$ cat src/core/loop_cmd_regs.vh
// Constants for the loop command-mode control block
// Notes on behaviour
// - Listener code 0 stores up to 14 following data bytes into control registers 0..13.
// - Listener code 2 stores up to 12 following data bytes into character registers 0..11.
// - Register update lasts until the group is full or device is next made listener.
// - Listener code 3 empties transmit buffer and holds transmit line low until break-off.
// - Listener code 4 empties transmit buffer and ends break, resuming normal transmission.
// - After talker code 0, next send-data request outputs the 14 control registers.
// - After talker code 2, next send-data request outputs the 12 character registers.
// - Register readout stays selected until end-of-transmission, after last or not-ready.
// - In local mode received data bytes pass to the serial side unchanged.
// - In remote mode data bytes are instructions and are not forwarded.
// - Power-up and reset key put the device into local mode.
// - Remote enable only arms remote mode; local mode holds until made listener.
// - Remote enable then own listen address puts device in remote mode as listener.
// - Go-to-local acts only as listener; remote enable stays armed.
// - Not-remote-enable forces local mode and disarms remote enable.
// - Not-remote-enable is obeyed whether talker, listener or idle.
// - Remote mode persists across talker, listener or idle changes.
`ifndef LOOP_CMD_REGS_VH
`define LOOP_CMD_REGS_VH

`define CTRL_REG_COUNT   5'd14
`define CHAR_REG_COUNT   5'd12
`define CTRL_LAST_IDX    4'hd
`define CHAR_LAST_IDX    4'hb

`define LSN_SET_CTRL     5'h00
`define LSN_CLR_TX       5'h01
`define LSN_SET_CHAR     5'h02
`define LSN_BRK_ON       5'h03
`define LSN_BRK_OFF      5'h04
`define TLK_SEND_CTRL    5'h00
`define TLK_CLR_RX       5'h01
`define TLK_SEND_CHAR    5'h02

`define CTRL_READ_HI     4'h3
`define CTRL_RST_VAL     4'h0
`define CHAR_RST_VAL     8'h00

`define FIFO_DEPTH       16
`define FIFO_AW          4
`define DATA_W           8

`endif

$ cat src/core/byte_fifo.v
// Byte FIFO with valid/ready handshakes on both sides
`timescale 1ns/100ps
module byte_fifo
#(
    parameter WIDTH = 8,
    parameter DEPTH = 16,
    parameter AW    = 4
)
(
    input  wire             clk,
    input  wire             rst_n,
    input  wire             flush,
    input  wire [WIDTH-1:0] in_data,
    input  wire             in_valid,
    output wire             in_ready,
    output wire [WIDTH-1:0] out_data,
    output wire             out_valid,
    input  wire             out_ready
);
    reg  [WIDTH-1:0] mem [0:DEPTH-1];
    reg  [AW-1:0]    wp_r;
    reg  [AW-1:0]    rp_r;
    reg  [AW:0]      cnt_r;
    wire             wr_en;
    wire             rd_en;

    assign in_ready  = (cnt_r != DEPTH[AW:0]);
    assign out_valid = (cnt_r != {(AW+1){1'b0}});
    assign out_data  = mem[rp_r];
    assign wr_en     = in_valid & in_ready;
    assign rd_en     = out_valid & out_ready;

    always @(posedge clk)
    begin
        if (wr_en && !flush)
            mem[wp_r] <= in_data;
    end

    always @(posedge clk or negedge rst_n)
    begin
        if (!rst_n)
        begin
            wp_r  <= {AW{1'b0}};
            rp_r  <= {AW{1'b0}};
            cnt_r <= {(AW+1){1'b0}};
        end
        else if (flush)
        begin
            wp_r  <= {AW{1'b0}};
            rp_r  <= {AW{1'b0}};
            cnt_r <= {(AW+1){1'b0}};
        end
        else
        begin
            if (wr_en)
                wp_r <= wp_r + 1'b1;
            if (rd_en)
                rp_r <= rp_r + 1'b1;
            if (wr_en && !rd_en)
                cnt_r <= cnt_r + 1'b1;
            else if (rd_en && !wr_en)
                cnt_r <= cnt_r - 1'b1;
        end
    end
endmodule

$ cat src/core/loop_command_mode_control.v
// Command interpreter, register store, readout and local/remote mode of the converter
`timescale 1ns/100ps
`include "loop_cmd_regs.vh"
module loop_command_mode_control
(
    input  wire       CORE_CLK,
    input  wire       NRST,
    input  wire       RESET_KEY,
    input  wire       LSN_CMD_VALID,
    input  wire       TLK_CMD_VALID,
    input  wire [4:0] CMD_CODE,
    input  wire       LISTEN_ADDR_HIT,
    input  wire       TALK_ADDR_HIT,
    input  wire       UNADDRESS,
    input  wire       REMOTE_ENABLE,
    input  wire       NOT_REMOTE_ENABLE,
    input  wire       GO_TO_LOCAL,
    input  wire       NOT_READY_DATA,
    input  wire       SEND_DATA,
    input  wire [7:0] RX_DATA,
    input  wire       RX_VALID,
    output wire       RX_READY,
    output reg  [7:0] TX_DATA,
    output reg        TX_VALID,
    input  wire       TX_ACK,
    output reg        EOT_PULSE,
    output wire [7:0] SER_DATA,
    output wire       SER_VALID,
    input  wire       SER_READY,
    output wire       TX_FLUSH,
    output wire       RX_FLUSH,
    output wire       SER_TXD_BREAK,
    output reg  [7:0] INSTR_DATA,
    output reg        INSTR_VALID,
    output wire       REMOTE_MODE,
    output wire       REMOTE_ARMED,
    output wire       IS_LISTENER,
    output wire       IS_TALKER
);
    // ------------------------------------------------------------
    // Declarations
    // ------------------------------------------------------------
    localparam UPD_IDLE = 2'b00;
    localparam UPD_CTRL = 2'b01;
    localparam UPD_CHAR = 2'b10;

    localparam SRC_NONE = 2'b00;
    localparam SRC_CTRL = 2'b01;
    localparam SRC_CHAR = 2'b10;

    reg  [3:0]  ctrl_reg [0:13];
    reg  [7:0]  char_reg [0:11];
    reg  [1:0]  upd_r;
    reg  [3:0]  upd_idx_r;
    reg  [1:0]  src_r;
    reg         send_act_r;
    reg  [3:0]  send_idx_r;
    reg         brk_r;
    reg         remote_r;
    reg         armed_r;
    reg         lsn_r;
    reg         tlk_r;
    reg         key_s1_r;
    reg         key_s2_r;
    reg         key_prev_r;
    wire        key_press;
    wire        lsn_cmd;
    wire        tlk_cmd;
    wire        byte_take;
    wire        fwd_take;
    wire        upd_take;
    wire [3:0]  grp_last;
    wire [7:0]  read_val;
    wire        fifo_in_ready;
    wire        fifo_in_valid;
    integer     i;

    assign lsn_cmd = LSN_CMD_VALID & lsn_r;
    assign tlk_cmd = TLK_CMD_VALID & tlk_r;

    // ------------------------------------------------------------
    // Reset key synchroniser and press detect
    // ------------------------------------------------------------
    always @(posedge CORE_CLK or negedge NRST)
    begin
        if (!NRST)
        begin
            key_s1_r   <= 1'b0;
            key_s2_r   <= 1'b0;
            key_prev_r <= 1'b0;
        end
        else
        begin
            key_s1_r   <= RESET_KEY;
            key_s2_r   <= key_s1_r;
            key_prev_r <= key_s2_r;
        end
    end

    assign key_press = key_s2_r & ~key_prev_r;

    // ------------------------------------------------------------
    // Role and local/remote mode
    // ------------------------------------------------------------
    always @(posedge CORE_CLK or negedge NRST)
    begin
        if (!NRST)
        begin
            lsn_r    <= 1'b0;
            tlk_r    <= 1'b0;
            remote_r <= 1'b0;
            armed_r  <= 1'b0;
        end
        else if (key_press)
        begin
            lsn_r    <= 1'b0;
            tlk_r    <= 1'b0;
            remote_r <= 1'b0;
            armed_r  <= 1'b0;
        end
        else
        begin
            if (LISTEN_ADDR_HIT)
            begin
                lsn_r <= 1'b1;
                tlk_r <= 1'b0;
            end
            else if (TALK_ADDR_HIT)
            begin
                tlk_r <= 1'b1;
                lsn_r <= 1'b0;
            end
            else if (UNADDRESS)
            begin
                lsn_r <= 1'b0;
                tlk_r <= 1'b0;
            end
            if (NOT_REMOTE_ENABLE)
            begin
                armed_r  <= 1'b0;
                remote_r <= 1'b0;
            end
            else if (REMOTE_ENABLE)
                armed_r <= 1'b1;
            else if (GO_TO_LOCAL && lsn_r)
                remote_r <= 1'b0;
            else if (LISTEN_ADDR_HIT && armed_r)
                remote_r <= 1'b1;
            // Role changes alone leave remote_r untouched, except a listen address while armed_r, which sets it
        end
    end

    assign REMOTE_MODE  = remote_r;
    assign REMOTE_ARMED = armed_r;
    assign IS_LISTENER  = lsn_r;
    assign IS_TALKER    = tlk_r;

    // ------------------------------------------------------------
    // Break control and buffer flushes
    // ------------------------------------------------------------
    always @(posedge CORE_CLK or negedge NRST)
    begin
        if (!NRST)
            brk_r <= 1'b0;
        else if (key_press)
            brk_r <= 1'b0;
        else if (lsn_cmd && CMD_CODE == `LSN_BRK_ON)
            brk_r <= 1'b1;
        else if (lsn_cmd && CMD_CODE == `LSN_BRK_OFF)
            brk_r <= 1'b0;
    end

    assign SER_TXD_BREAK = brk_r;
    assign TX_FLUSH = lsn_cmd & ((CMD_CODE == `LSN_CLR_TX) | (CMD_CODE == `LSN_BRK_ON)
                      | (CMD_CODE == `LSN_BRK_OFF));
    assign RX_FLUSH = tlk_cmd & (CMD_CODE == `TLK_CLR_RX);

    // ------------------------------------------------------------
    // Incoming data routing
    // ------------------------------------------------------------
    // Register update takes priority, then remote instructions, then forwarding
    assign upd_take      = RX_VALID & (upd_r != UPD_IDLE);
    assign fwd_take      = RX_VALID & (upd_r == UPD_IDLE) & ~remote_r;
    assign fifo_in_valid = fwd_take & ~brk_r;
    assign RX_READY      = (upd_r != UPD_IDLE) | remote_r | (fifo_in_ready & ~brk_r);
    assign byte_take     = RX_VALID & RX_READY;
    assign grp_last      = (upd_r == UPD_CTRL) ? `CTRL_LAST_IDX : `CHAR_LAST_IDX;

    byte_fifo
    #(
        .WIDTH (`DATA_W),
        .DEPTH (`FIFO_DEPTH),
        .AW    (`FIFO_AW)
    )
    u_tx_fifo
    (
        .clk       (CORE_CLK),
        .rst_n     (NRST),
        .flush     (TX_FLUSH),
        .in_data   (RX_DATA),
        .in_valid  (fifo_in_valid),
        .in_ready  (fifo_in_ready),
        .out_data  (SER_DATA),
        .out_valid (SER_VALID),
        .out_ready (SER_READY & ~brk_r)
    );

    // ------------------------------------------------------------
    // Register update sequencer and register store
    // ------------------------------------------------------------
    always @(posedge CORE_CLK or negedge NRST)
    begin
        if (!NRST)
        begin
            upd_r     <= UPD_IDLE;
            upd_idx_r <= 4'h0;
        end
        else if (key_press || LISTEN_ADDR_HIT)
        begin
            upd_r     <= UPD_IDLE;
            upd_idx_r <= 4'h0;
        end
        else if (lsn_cmd && CMD_CODE == `LSN_SET_CTRL)
        begin
            upd_r     <= UPD_CTRL;
            upd_idx_r <= 4'h0;
        end
        else if (lsn_cmd && CMD_CODE == `LSN_SET_CHAR)
        begin
            upd_r     <= UPD_CHAR;
            upd_idx_r <= 4'h0;
        end
        else if (upd_take)
        begin
            if (upd_idx_r == grp_last)
            begin
                upd_r     <= UPD_IDLE;
                upd_idx_r <= 4'h0;
            end
            else
                upd_idx_r <= upd_idx_r + 4'h1;
        end
    end

    always @(posedge CORE_CLK or negedge NRST)
    begin
        if (!NRST)
        begin
            for (i = 0; i < 14; i = i + 1)
                ctrl_reg[i] <= `CTRL_RST_VAL;
            for (i = 0; i < 12; i = i + 1)
                char_reg[i] <= `CHAR_RST_VAL;
        end
        else if (upd_take && !LISTEN_ADDR_HIT && !lsn_cmd && !key_press)
        begin
            if (upd_r == UPD_CTRL)
                ctrl_reg[upd_idx_r] <= RX_DATA[3:0];
            else
                char_reg[upd_idx_r] <= RX_DATA;
        end
    end

    // ------------------------------------------------------------
    // Remote instruction output
    // ------------------------------------------------------------
    always @(posedge CORE_CLK or negedge NRST)
    begin
        if (!NRST)
        begin
            INSTR_DATA  <= 8'h00;
            INSTR_VALID <= 1'b0;
        end
        else
        begin
            INSTR_VALID <= byte_take & (upd_r == UPD_IDLE) & remote_r;
            if (byte_take && upd_r == UPD_IDLE && remote_r)
                INSTR_DATA <= RX_DATA;
        end
    end

    // ------------------------------------------------------------
    // Register readout
    // ------------------------------------------------------------
    assign read_val = (src_r == SRC_CTRL) ? {`CTRL_READ_HI, ctrl_reg[send_idx_r]}
                                          : char_reg[send_idx_r];

    always @(posedge CORE_CLK or negedge NRST)
    begin
        if (!NRST)
        begin
            src_r      <= SRC_NONE;
            send_act_r <= 1'b0;
            send_idx_r <= 4'h0;
            TX_DATA    <= 8'h00;
            TX_VALID   <= 1'b0;
            EOT_PULSE  <= 1'b0;
        end
        else if (key_press)
        begin
            src_r      <= SRC_NONE;
            send_act_r <= 1'b0;
            send_idx_r <= 4'h0;
            TX_VALID   <= 1'b0;
            EOT_PULSE  <= 1'b0;
        end
        else
        begin
            EOT_PULSE <= 1'b0;
            if (tlk_cmd && CMD_CODE == `TLK_SEND_CTRL)
            begin
                src_r      <= SRC_CTRL;
                send_act_r <= 1'b0;
                send_idx_r <= 4'h0;
                TX_VALID   <= 1'b0;
            end
            else if (tlk_cmd && CMD_CODE == `TLK_SEND_CHAR)
            begin
                src_r      <= SRC_CHAR;
                send_act_r <= 1'b0;
                send_idx_r <= 4'h0;
                TX_VALID   <= 1'b0;
            end
            else if (send_act_r && NOT_READY_DATA)
            begin
                send_act_r <= 1'b0;
                src_r      <= SRC_NONE;
                TX_VALID   <= 1'b0;
                EOT_PULSE  <= 1'b1;
            end
            else if (!send_act_r && SEND_DATA && tlk_r && src_r != SRC_NONE)
            begin
                send_act_r <= 1'b1;
                send_idx_r <= 4'h0;
                TX_DATA    <= read_val;
                TX_VALID   <= 1'b1;
            end
            else if (send_act_r && TX_VALID && TX_ACK)
            begin
                if (send_idx_r == ((src_r == SRC_CTRL) ? `CTRL_LAST_IDX : `CHAR_LAST_IDX))
                begin
                    send_act_r <= 1'b0;
                    src_r      <= SRC_NONE;
                    TX_VALID   <= 1'b0;
                    EOT_PULSE  <= 1'b1;
                end
                else
                begin
                    send_idx_r <= send_idx_r + 4'h1;
                    TX_DATA    <= (src_r == SRC_CTRL)
                                  ? {`CTRL_READ_HI, ctrl_reg[send_idx_r + 4'h1]}
                                  : char_reg[send_idx_r + 4'h1];
                end
            end
        end
    end
endmodule

$ cat config.mk
export PLATFORM = sky130hd
export DESIGN_NAME = loop_command_mode_control
export DESIGN_NICKNAME = d
export VERILOG_FILES = /design/src/core/byte_fifo.v /design/src/core/loop_command_mode_control.v
export VERILOG_INCLUDE_DIRS = /design/src /design/src/core
export SDC_FILE = /design/constraint.sdc
export NUM_CORES = 1
export LEC_CHECK = 0
export BUFFER_PORTS_ARGS = -buffer_cell sky130_fd_sc_hd__buf_2
export CAP_MARGIN = 30
export CELL_PAD_IN_SITES_DETAIL_PLACEMENT = 0
export CELL_PAD_IN_SITES_GLOBAL_PLACEMENT = 2
export CORE_ASPECT_RATIO = 0.8
export CORE_MARGIN = 8
export CORE_UTILIZATION = 49
export DETAILED_ROUTE_END_ITERATION = 6
export GPL_TIMING_DRIVEN = 0
export PLACE_DENSITY = 0.9
export SKIP_CTS_REPAIR_TIMING = 1
export SLEW_MARGIN = 0
export SYNTH_ARGS = -nofsm -noshare
export SYNTH_HDL_FRONTEND = slang
export SYNTH_SLANG_ARGS = --single-unit
$ cat constraint.sdc
create_clock -name CORE_CLK -period 6.8 [get_ports CORE_CLK]
set_input_delay 0.68 -clock CORE_CLK [delete_from_list [all_inputs] [get_ports CORE_CLK]]
set_output_delay 0.68 -clock CORE_CLK [all_outputs]
set_load 0.05 [all_outputs]
==> results of run 1 <==
-- how the worst max path moves through the flow --
| stage | startpoint | end | slack, ps |
|---|---|---|---|
| after floorplan | REMOTE_MODE | u_tx_fifo.cnt_r[4] | 3820 |
| after global placement | NRST | key_s2_r | 1520 |
| after detailed placement | send_idx_r[0] | TX_DATA[4] | 3510 |
| after CTS | u_tx_fifo.rp_r[0] | SER_DATA[5] | 2980 |
| after global routing | u_tx_fifo.rp_r[0] | SER_DATA[5] | 2840 |
| final | u_tx_fifo.rp_r[0] | SER_DATA[5] | 3070 |
-- power by group through the flow --
stage                     logic, mW  registers (mW)  clock network, mW
final                          1.23            2.27               1.99
after global routing           1.33            2.28               2.10
after CTS                      1.25            2.27               2.02
after detailed placement       1.24            2.31                  0
after global placement         1.21            2.30                  0
after floorplan               0.848            2.37                  0
-- metal layers --
layer / share of wire (%) / global-route usage (%) / routed length, um / vias to the layer above
li1: - / - / - / 4332
met1: 44 / 32.57 / 18550 / 5178
met2: 45 / 33.48 / 18980 / 416
met3: 7.9 / 3.884 / 3308 / 68
met4: 2.4 / 6.428 / 989 / 0
met5: 0 / 0 / 0 / -
-- worst register-to-register path, stage by stage, from the launching register on --
cell      delay, ps
dfrtp_1         400
ha_1            280
buf_2           240
clkbuf_1        750
clkbuf_1        690
mux4_2          410
a21o_1          200
o22ai_1         170
a21oi_1         100
-- cell usage in the layout (no fill, tap or decap), drive strengths merged, types with 4 or more instances in the layout --
master	count
a21o	5
bufinv	4
nor4	5
a31oi	11
nor3b	10
edfxtp	128
nor2	53
buf	105
clkbuf	80
nor3	17
a211oi	6
a21oi	32
or2	4
a2111oi	5
nand2b	8
nand2	75
a311oi	4
ha	13
mux4	103
nand3	14
mux2	162
nand4	10
or3	5
o21ai	16
and2	9
xnor2	9
dfrtp	204
inv	17
xor2	5
mux2i	35
nor2b	8
clkinv	12
-- logic make-up (layout without fill, tap and decap cells) --
| logic type | count (synthesis) | after routing | share of synthesized area [%] |
|---|---|---|---|
| multiplexers | 300 | 300 | 28.08 |
| adder cells (fa/ha/maj) | 14 | 14 | 1.140 |
| AO/OA/AOI/OAI | 101 | 101 | 4.280 |
| AND/OR/NAND/NOR | 227 | 227 | 7.248 |
| buffers and inverters | 85 | 221 | 2.460 |
| XOR/XNOR | 14 | 14 | 0.9295 |
| flip-flops | 332 | 332 | 55.86 |
-- stage by stage --
stage / utilization (%) / instance area [sq um] / std cells
3_3_place_gp: 52.19 / 16870 / 1564
4_1_cts: 56.23 / 18180 / 1636
2_1_floorplan: - / 16020 / 1073
6_report: 56.23 / 18180 / 1636
5_1_grt: 56.23 / 18180 / 1636
3_5_place_dp: 52.53 / 16990 / 1572
-- area by class of cell --
cell class                 count  area [sq um]  area share (%)
clock buffer                  44         949.7           5.223
multi-input combinational    656          6706           36.88
tap                          427         534.3           2.938
clock inverter                20         246.5           1.356
inverter                      16         60.06          0.3303
sequential                   332          8949           49.22
timing repair buffer          72         402.9           2.216
buffer                        69         334.1           1.837
==> impl_results.md, run 1 <==
- Outcome: finished, final reports clean
- EDFF count, synth: 128
- Max Buffers Root-to-Sink: 3
- Vias/cell: 6.109
- Final hold vios: 0
- Vias: 9994
- Critical path launch point type: register
- CP Capture Type: output port
- Top-count cell post-synth: dfrtp_1
- Crit path DAT: 3050 ps
- Top cell family by delay on the critical path: multiplexers
- Worst Tran Pin Value: 1043 ps
- Total track usage: 22.14%
- Routed len/inst: 25.57 um
- P_int: 3.828 mW
- First-pass GRT wire length: 64.65 mm
- Synth area leader: dfrtp_1
- Die Y: 177.7 um
- RSZ-0062 raised after global routing: no
- Seq pwr share: 41.4%
- Max reg flops: 128
- I/O Buffers: 64
- Core box area: 32330 sq um
- Max_cap viols: 0
- Worst-path clk slew: 60 ps
- Critical path buffer and inverter count: 3
- Vias in the first global route: 10330
- Clk_skew: 25.98 ps
- Min-Delay Path Class: in -> async
- Setup_tns: 0 ps
- Max frequency: 0.2679 GHz
- Power density cells: 301.8 nW/um^2
- Sw Share: 30.24%
- WL final: 41.83 mm
- CP Max Fanout: 10
- Post-synthesis sequential area ratio: 55.86%
- Die width: 218.2 um
- GPL Wtd Cong: 0.8728
- H-tree lvl count: 2
- Netlist cell types: 68
- Pre-CTS setup slack: 3514 ps
- Grt ovf: 0
- Top post-synthesis cells by area: dfrtp_1 (32%), edfxtp_1 (24%), mux4_2 (14%)
- Clk network pwr share: 36.3%
- Post-synthesis cell count: 1073
- Share of cells above drive strength 1: 37.06%
- Ys async rst share: 61.45%
- R2R Setup Slk: 3440 ps
- Layout filler cell count: 2577
- Detail Route Antenna Nets: 0
- Worst vdd ir: 0.0002130 V
- Gate power share: 22.4%
- Drt first pass iters: 5
- Slew HR: 29.98%
- Initial Utilization: 49.54%
- LEAKAGE: 7.412 nW
- Critical path's largest stage delay: 590 ps
- Final Worst Setup Slack: 3067 ps
- Finish-stage setup viols: 0
- Reg2reg end: TX_DATA[4]
- Hold WS: 201.8 ps
- Final worst-path cycle share: 54.90%
- Clock latency on the worst-skew pair: 550 ps
- Final #Nets: 1225
- Critical path class: reg -> out
- Sequence of cells on the critical path: clkbuf_1 -> buf_2 -> mux4_2 -> mux4_2 -> buf_2
- Ys Warns: 0
- Placement Rows: 59
- Ys flop type: dfrtp_1
- P_sw: 1.660 mW
- Slew Viols, Final: 0
- Largest net degree at the start of global routing: 111
- Register-to-Register Path Depth: 8
- Hpwl dp: 28.54 mm
- Syn nets: 1116
- Reg-to-reg startpoint: send_idx_r[0]
- Num CTS Buffers: 35
- CTS Root Cell: clkbuf_16
- Proportion of netlist area held by the largest area contributor: 31.87%
- Area Overhead vs Synth: 13.50%
- Initial antenna violation count: 0
- TritonCTS clock tree: yes
- WP data required: 6120 ps
- Final worst path period need: 3733 ps
- Drc violations: 0
- Clock Sinks: 332
- Drt initial violations: 953
- Overall power: 5.488 mW
- Synth top cells by count: dfrtp_1 (204), mux2_2 (159), edfxtp_1 (128)
- Netlist Area Pre-Place: 16020 sq um
- FF+latch count, synth: 332
- Die ar.: 38770 sq um
- Critical Path Slowest Stage Cell: mux4_2
- Synthesized area per cell: 14.93 sq um
- Ports: 65
- # diodes: 0
- Critical Path Stages: 5
Power figures use the tool's default switching activity.
==> inputs of run 2 (changes only) <==
- CORE_UTILIZATION: 49 -> 41
- PLACE_DENSITY: 0.9 -> 0.81
- clock period: 6.8 -> 3.2 ns (I/O delays scaled with it)
==> run 2 against run 1 <==
First-iteration DRC count grew 2.9%. Clock skew grew 0.57 ps. Power grew 110%. Global-route usage shrank 3.1 points. Highest routed layer unchanged. Via count shrank 0.11%. Largest cell class unchanged. Clock-buffer cell count grew 7.
==> impl_results.md, run 2 (synthesis results as in run 1) <==
- Most common cell after layout, fill and taps aside: dfrtp_1
- LEAKAGE: 7.438 nW
- H-tree lvl count: 2
- Finish-stage setup viols: 0
- Area after DPL: 17080 sq um
- Grt ovf: 0
- CTS Root Cell: clkbuf_16
- Die width: 237.0 um
- Drt initial violations: 981
- Worst-path clk slew: 60 ps
- Final Worst Setup Slack: 118.4 ps
- CP Capture Type: output port
- Vias in the first global route: 10280
- Critical path's largest stage delay: 550 ps
- Vias/cell: 5.838
- Routed len/inst: 25.15 um
- RSZ-0062 raised after global routing: yes
- GPL Wtd Cong: 0.8750
- Worst vdd ir: 0.0004090 V
- WP data required: 2880 ps
- Critical path launch point type: register
- Critical path buffer and inverter count: 3
- Pre-CTS setup slack: -100.8 ps
- Most frequent cells in the layout: dfrtp_1 (204), mux2_2 (159), edfxtp_1 (128)
- Clk_skew: 26.55 ps
- Max reg flops: 128
- Register-to-Register Path Depth: 7
- WL final: 43.00 mm
- Final hold vios: 0
- Max Buffers Root-to-Sink: 3
- Layout filler cell count: 3288
- Placement Rows: 64
- Slew Viols, Final: 0
- Core box area: 38360 sq um
- Outcome: finished, final reports clean
- # diodes: 0
- Crit path from: u_tx_fifo.rp_r[0]
- Top cell family by delay on the critical path: multiplexers
- CP Max Fanout: 10
- Detail Route Antenna Nets: 0
- Reg-to-reg startpoint: send_idx_r[1]
- Max frequency: 0.3245 GHz
- R2R Setup Slk: 220 ps
- Critical Path Slowest Stage Cell: mux4_2
- Min-Delay Path Class: in -> reg
- Crit path DAT: 2760 ps
- Largest net degree at the start of global routing: 112
- Sequence of cells on the critical path: clkbuf_2 -> buf_4 -> mux4_2 -> mux4_2 -> buf_2
- Critical path class: reg -> out
- Max_cap viols: 0
- First-pass GRT wire length: 65.71 mm
- Initial Utilization: 41.76%
- Drc violations: 0
- Share of cells above drive strength 1: 37.04%
- Critical Path Stages: 5
- CP endpoint: SER_DATA[5]
- Die ar.: 45690 sq um
- Vias: 9983
- Initial antenna violation count: 0
- Hpwl dp: 29.58 mm
- Clock Sinks: 332
- Final worst-path cycle share: 96.30%
- Clock latency on the worst-skew pair: 540 ps
- Drt first pass iters: 6
- I/O Buffers: 64
- Final worst path period need: 3082 ps
- Ports: 65
- Slew HR: 40.45%
- Finished Cell Area: 18290 sq um
- Die Y: 192.8 um
- Total track usage: 19.03%
- Num CTS Buffers: 36
- Power density cells: 629.0 nW/um^2
- Cell mode on critical path: mux4_2
- Final #Nets: 1231
- Worst Tran Pin Value: 890.0 ps
- Reg2reg end: TX_DATA[0]
- Area Overhead vs Synth: 14.18%
- TritonCTS clock tree: yes
[run 2: how the worst min path moves through the flow]
stage,endpoint,cells after the start,slack (ps),startpoint
4_1_cts,key_s1_r,1,-120,RESET_KEY
3_5_place_dp,key_s2_r,0,340,key_s1_r
2_1_floorplan,EOT_PULSE,0,20,NRST
6_report,REMOTE_ARMED,3,30,REMOTE_ENABLE
5_1_grt,REMOTE_ARMED,3,50,NOT_REMOTE_ENABLE
3_3_place_gp,key_s2_r,0,330,key_s1_r
[run 2: worst reg2reg max path: stages, from the launching register on]
cell	delay, ps
dfrtp_1	390
ha_1	270
buf_2	240
clkbuf_1	630
mux4_2	410
a211oi_1	520
o211ai_1	240
o21a_1	170
[run 2: through the flow]
stage	power, mW	hold WS, ps	instances	setup TNS [ps]	util (%)
after global routing	12.00	47.13	1710	-2.974	47.68
after floorplan	6.830	24.41	1073	0	-
after CTS	11.61	-115.4	1707	-2316	47.46
after global placement	7.504	331.8	1632	-372620	44.21
after detailed placement	7.563	340.4	1642	-184.4	44.53
final	11.50	30.43	1710	0	47.68
[run 2: where the power goes]
part / switching (mW) / internal [mW] / total (mW)
sequential: 0.165 / 4.69 / 4.86
combinational: 1.62 / 1.01 / 2.63
clock: 1.73 / 2.29 / 4.02
total: 3.51 / 7.99 / 11.5
[run 2: cell type report]
cell class | count | area (sq um) | share of cell area [%]
sequential | 332 | 8949 | 48.93
clock buffer | 51 | 1007 | 5.507
multi-input combinational | 656 | 6729 | 36.79
tap | 495 | 619.3 | 3.386
inverter | 16 | 60.06 | 0.3284
timing repair buffer | 78 | 460.4 | 2.517
clock inverter | 14 | 118.9 | 0.6499
buffer | 68 | 346.6 | 1.895
[run 2: routing by layer]
layer / GRT usage [%] / up-vias / wire length, um
met3: 4.153 / 80 / 2632
met4: 6.360 / 0 / 1269
met5: 0 / - / 0
li1: - / 4356 / -
met1: 27.45 / 5214 / 20130
met2: 28.34 / 333 / 18970
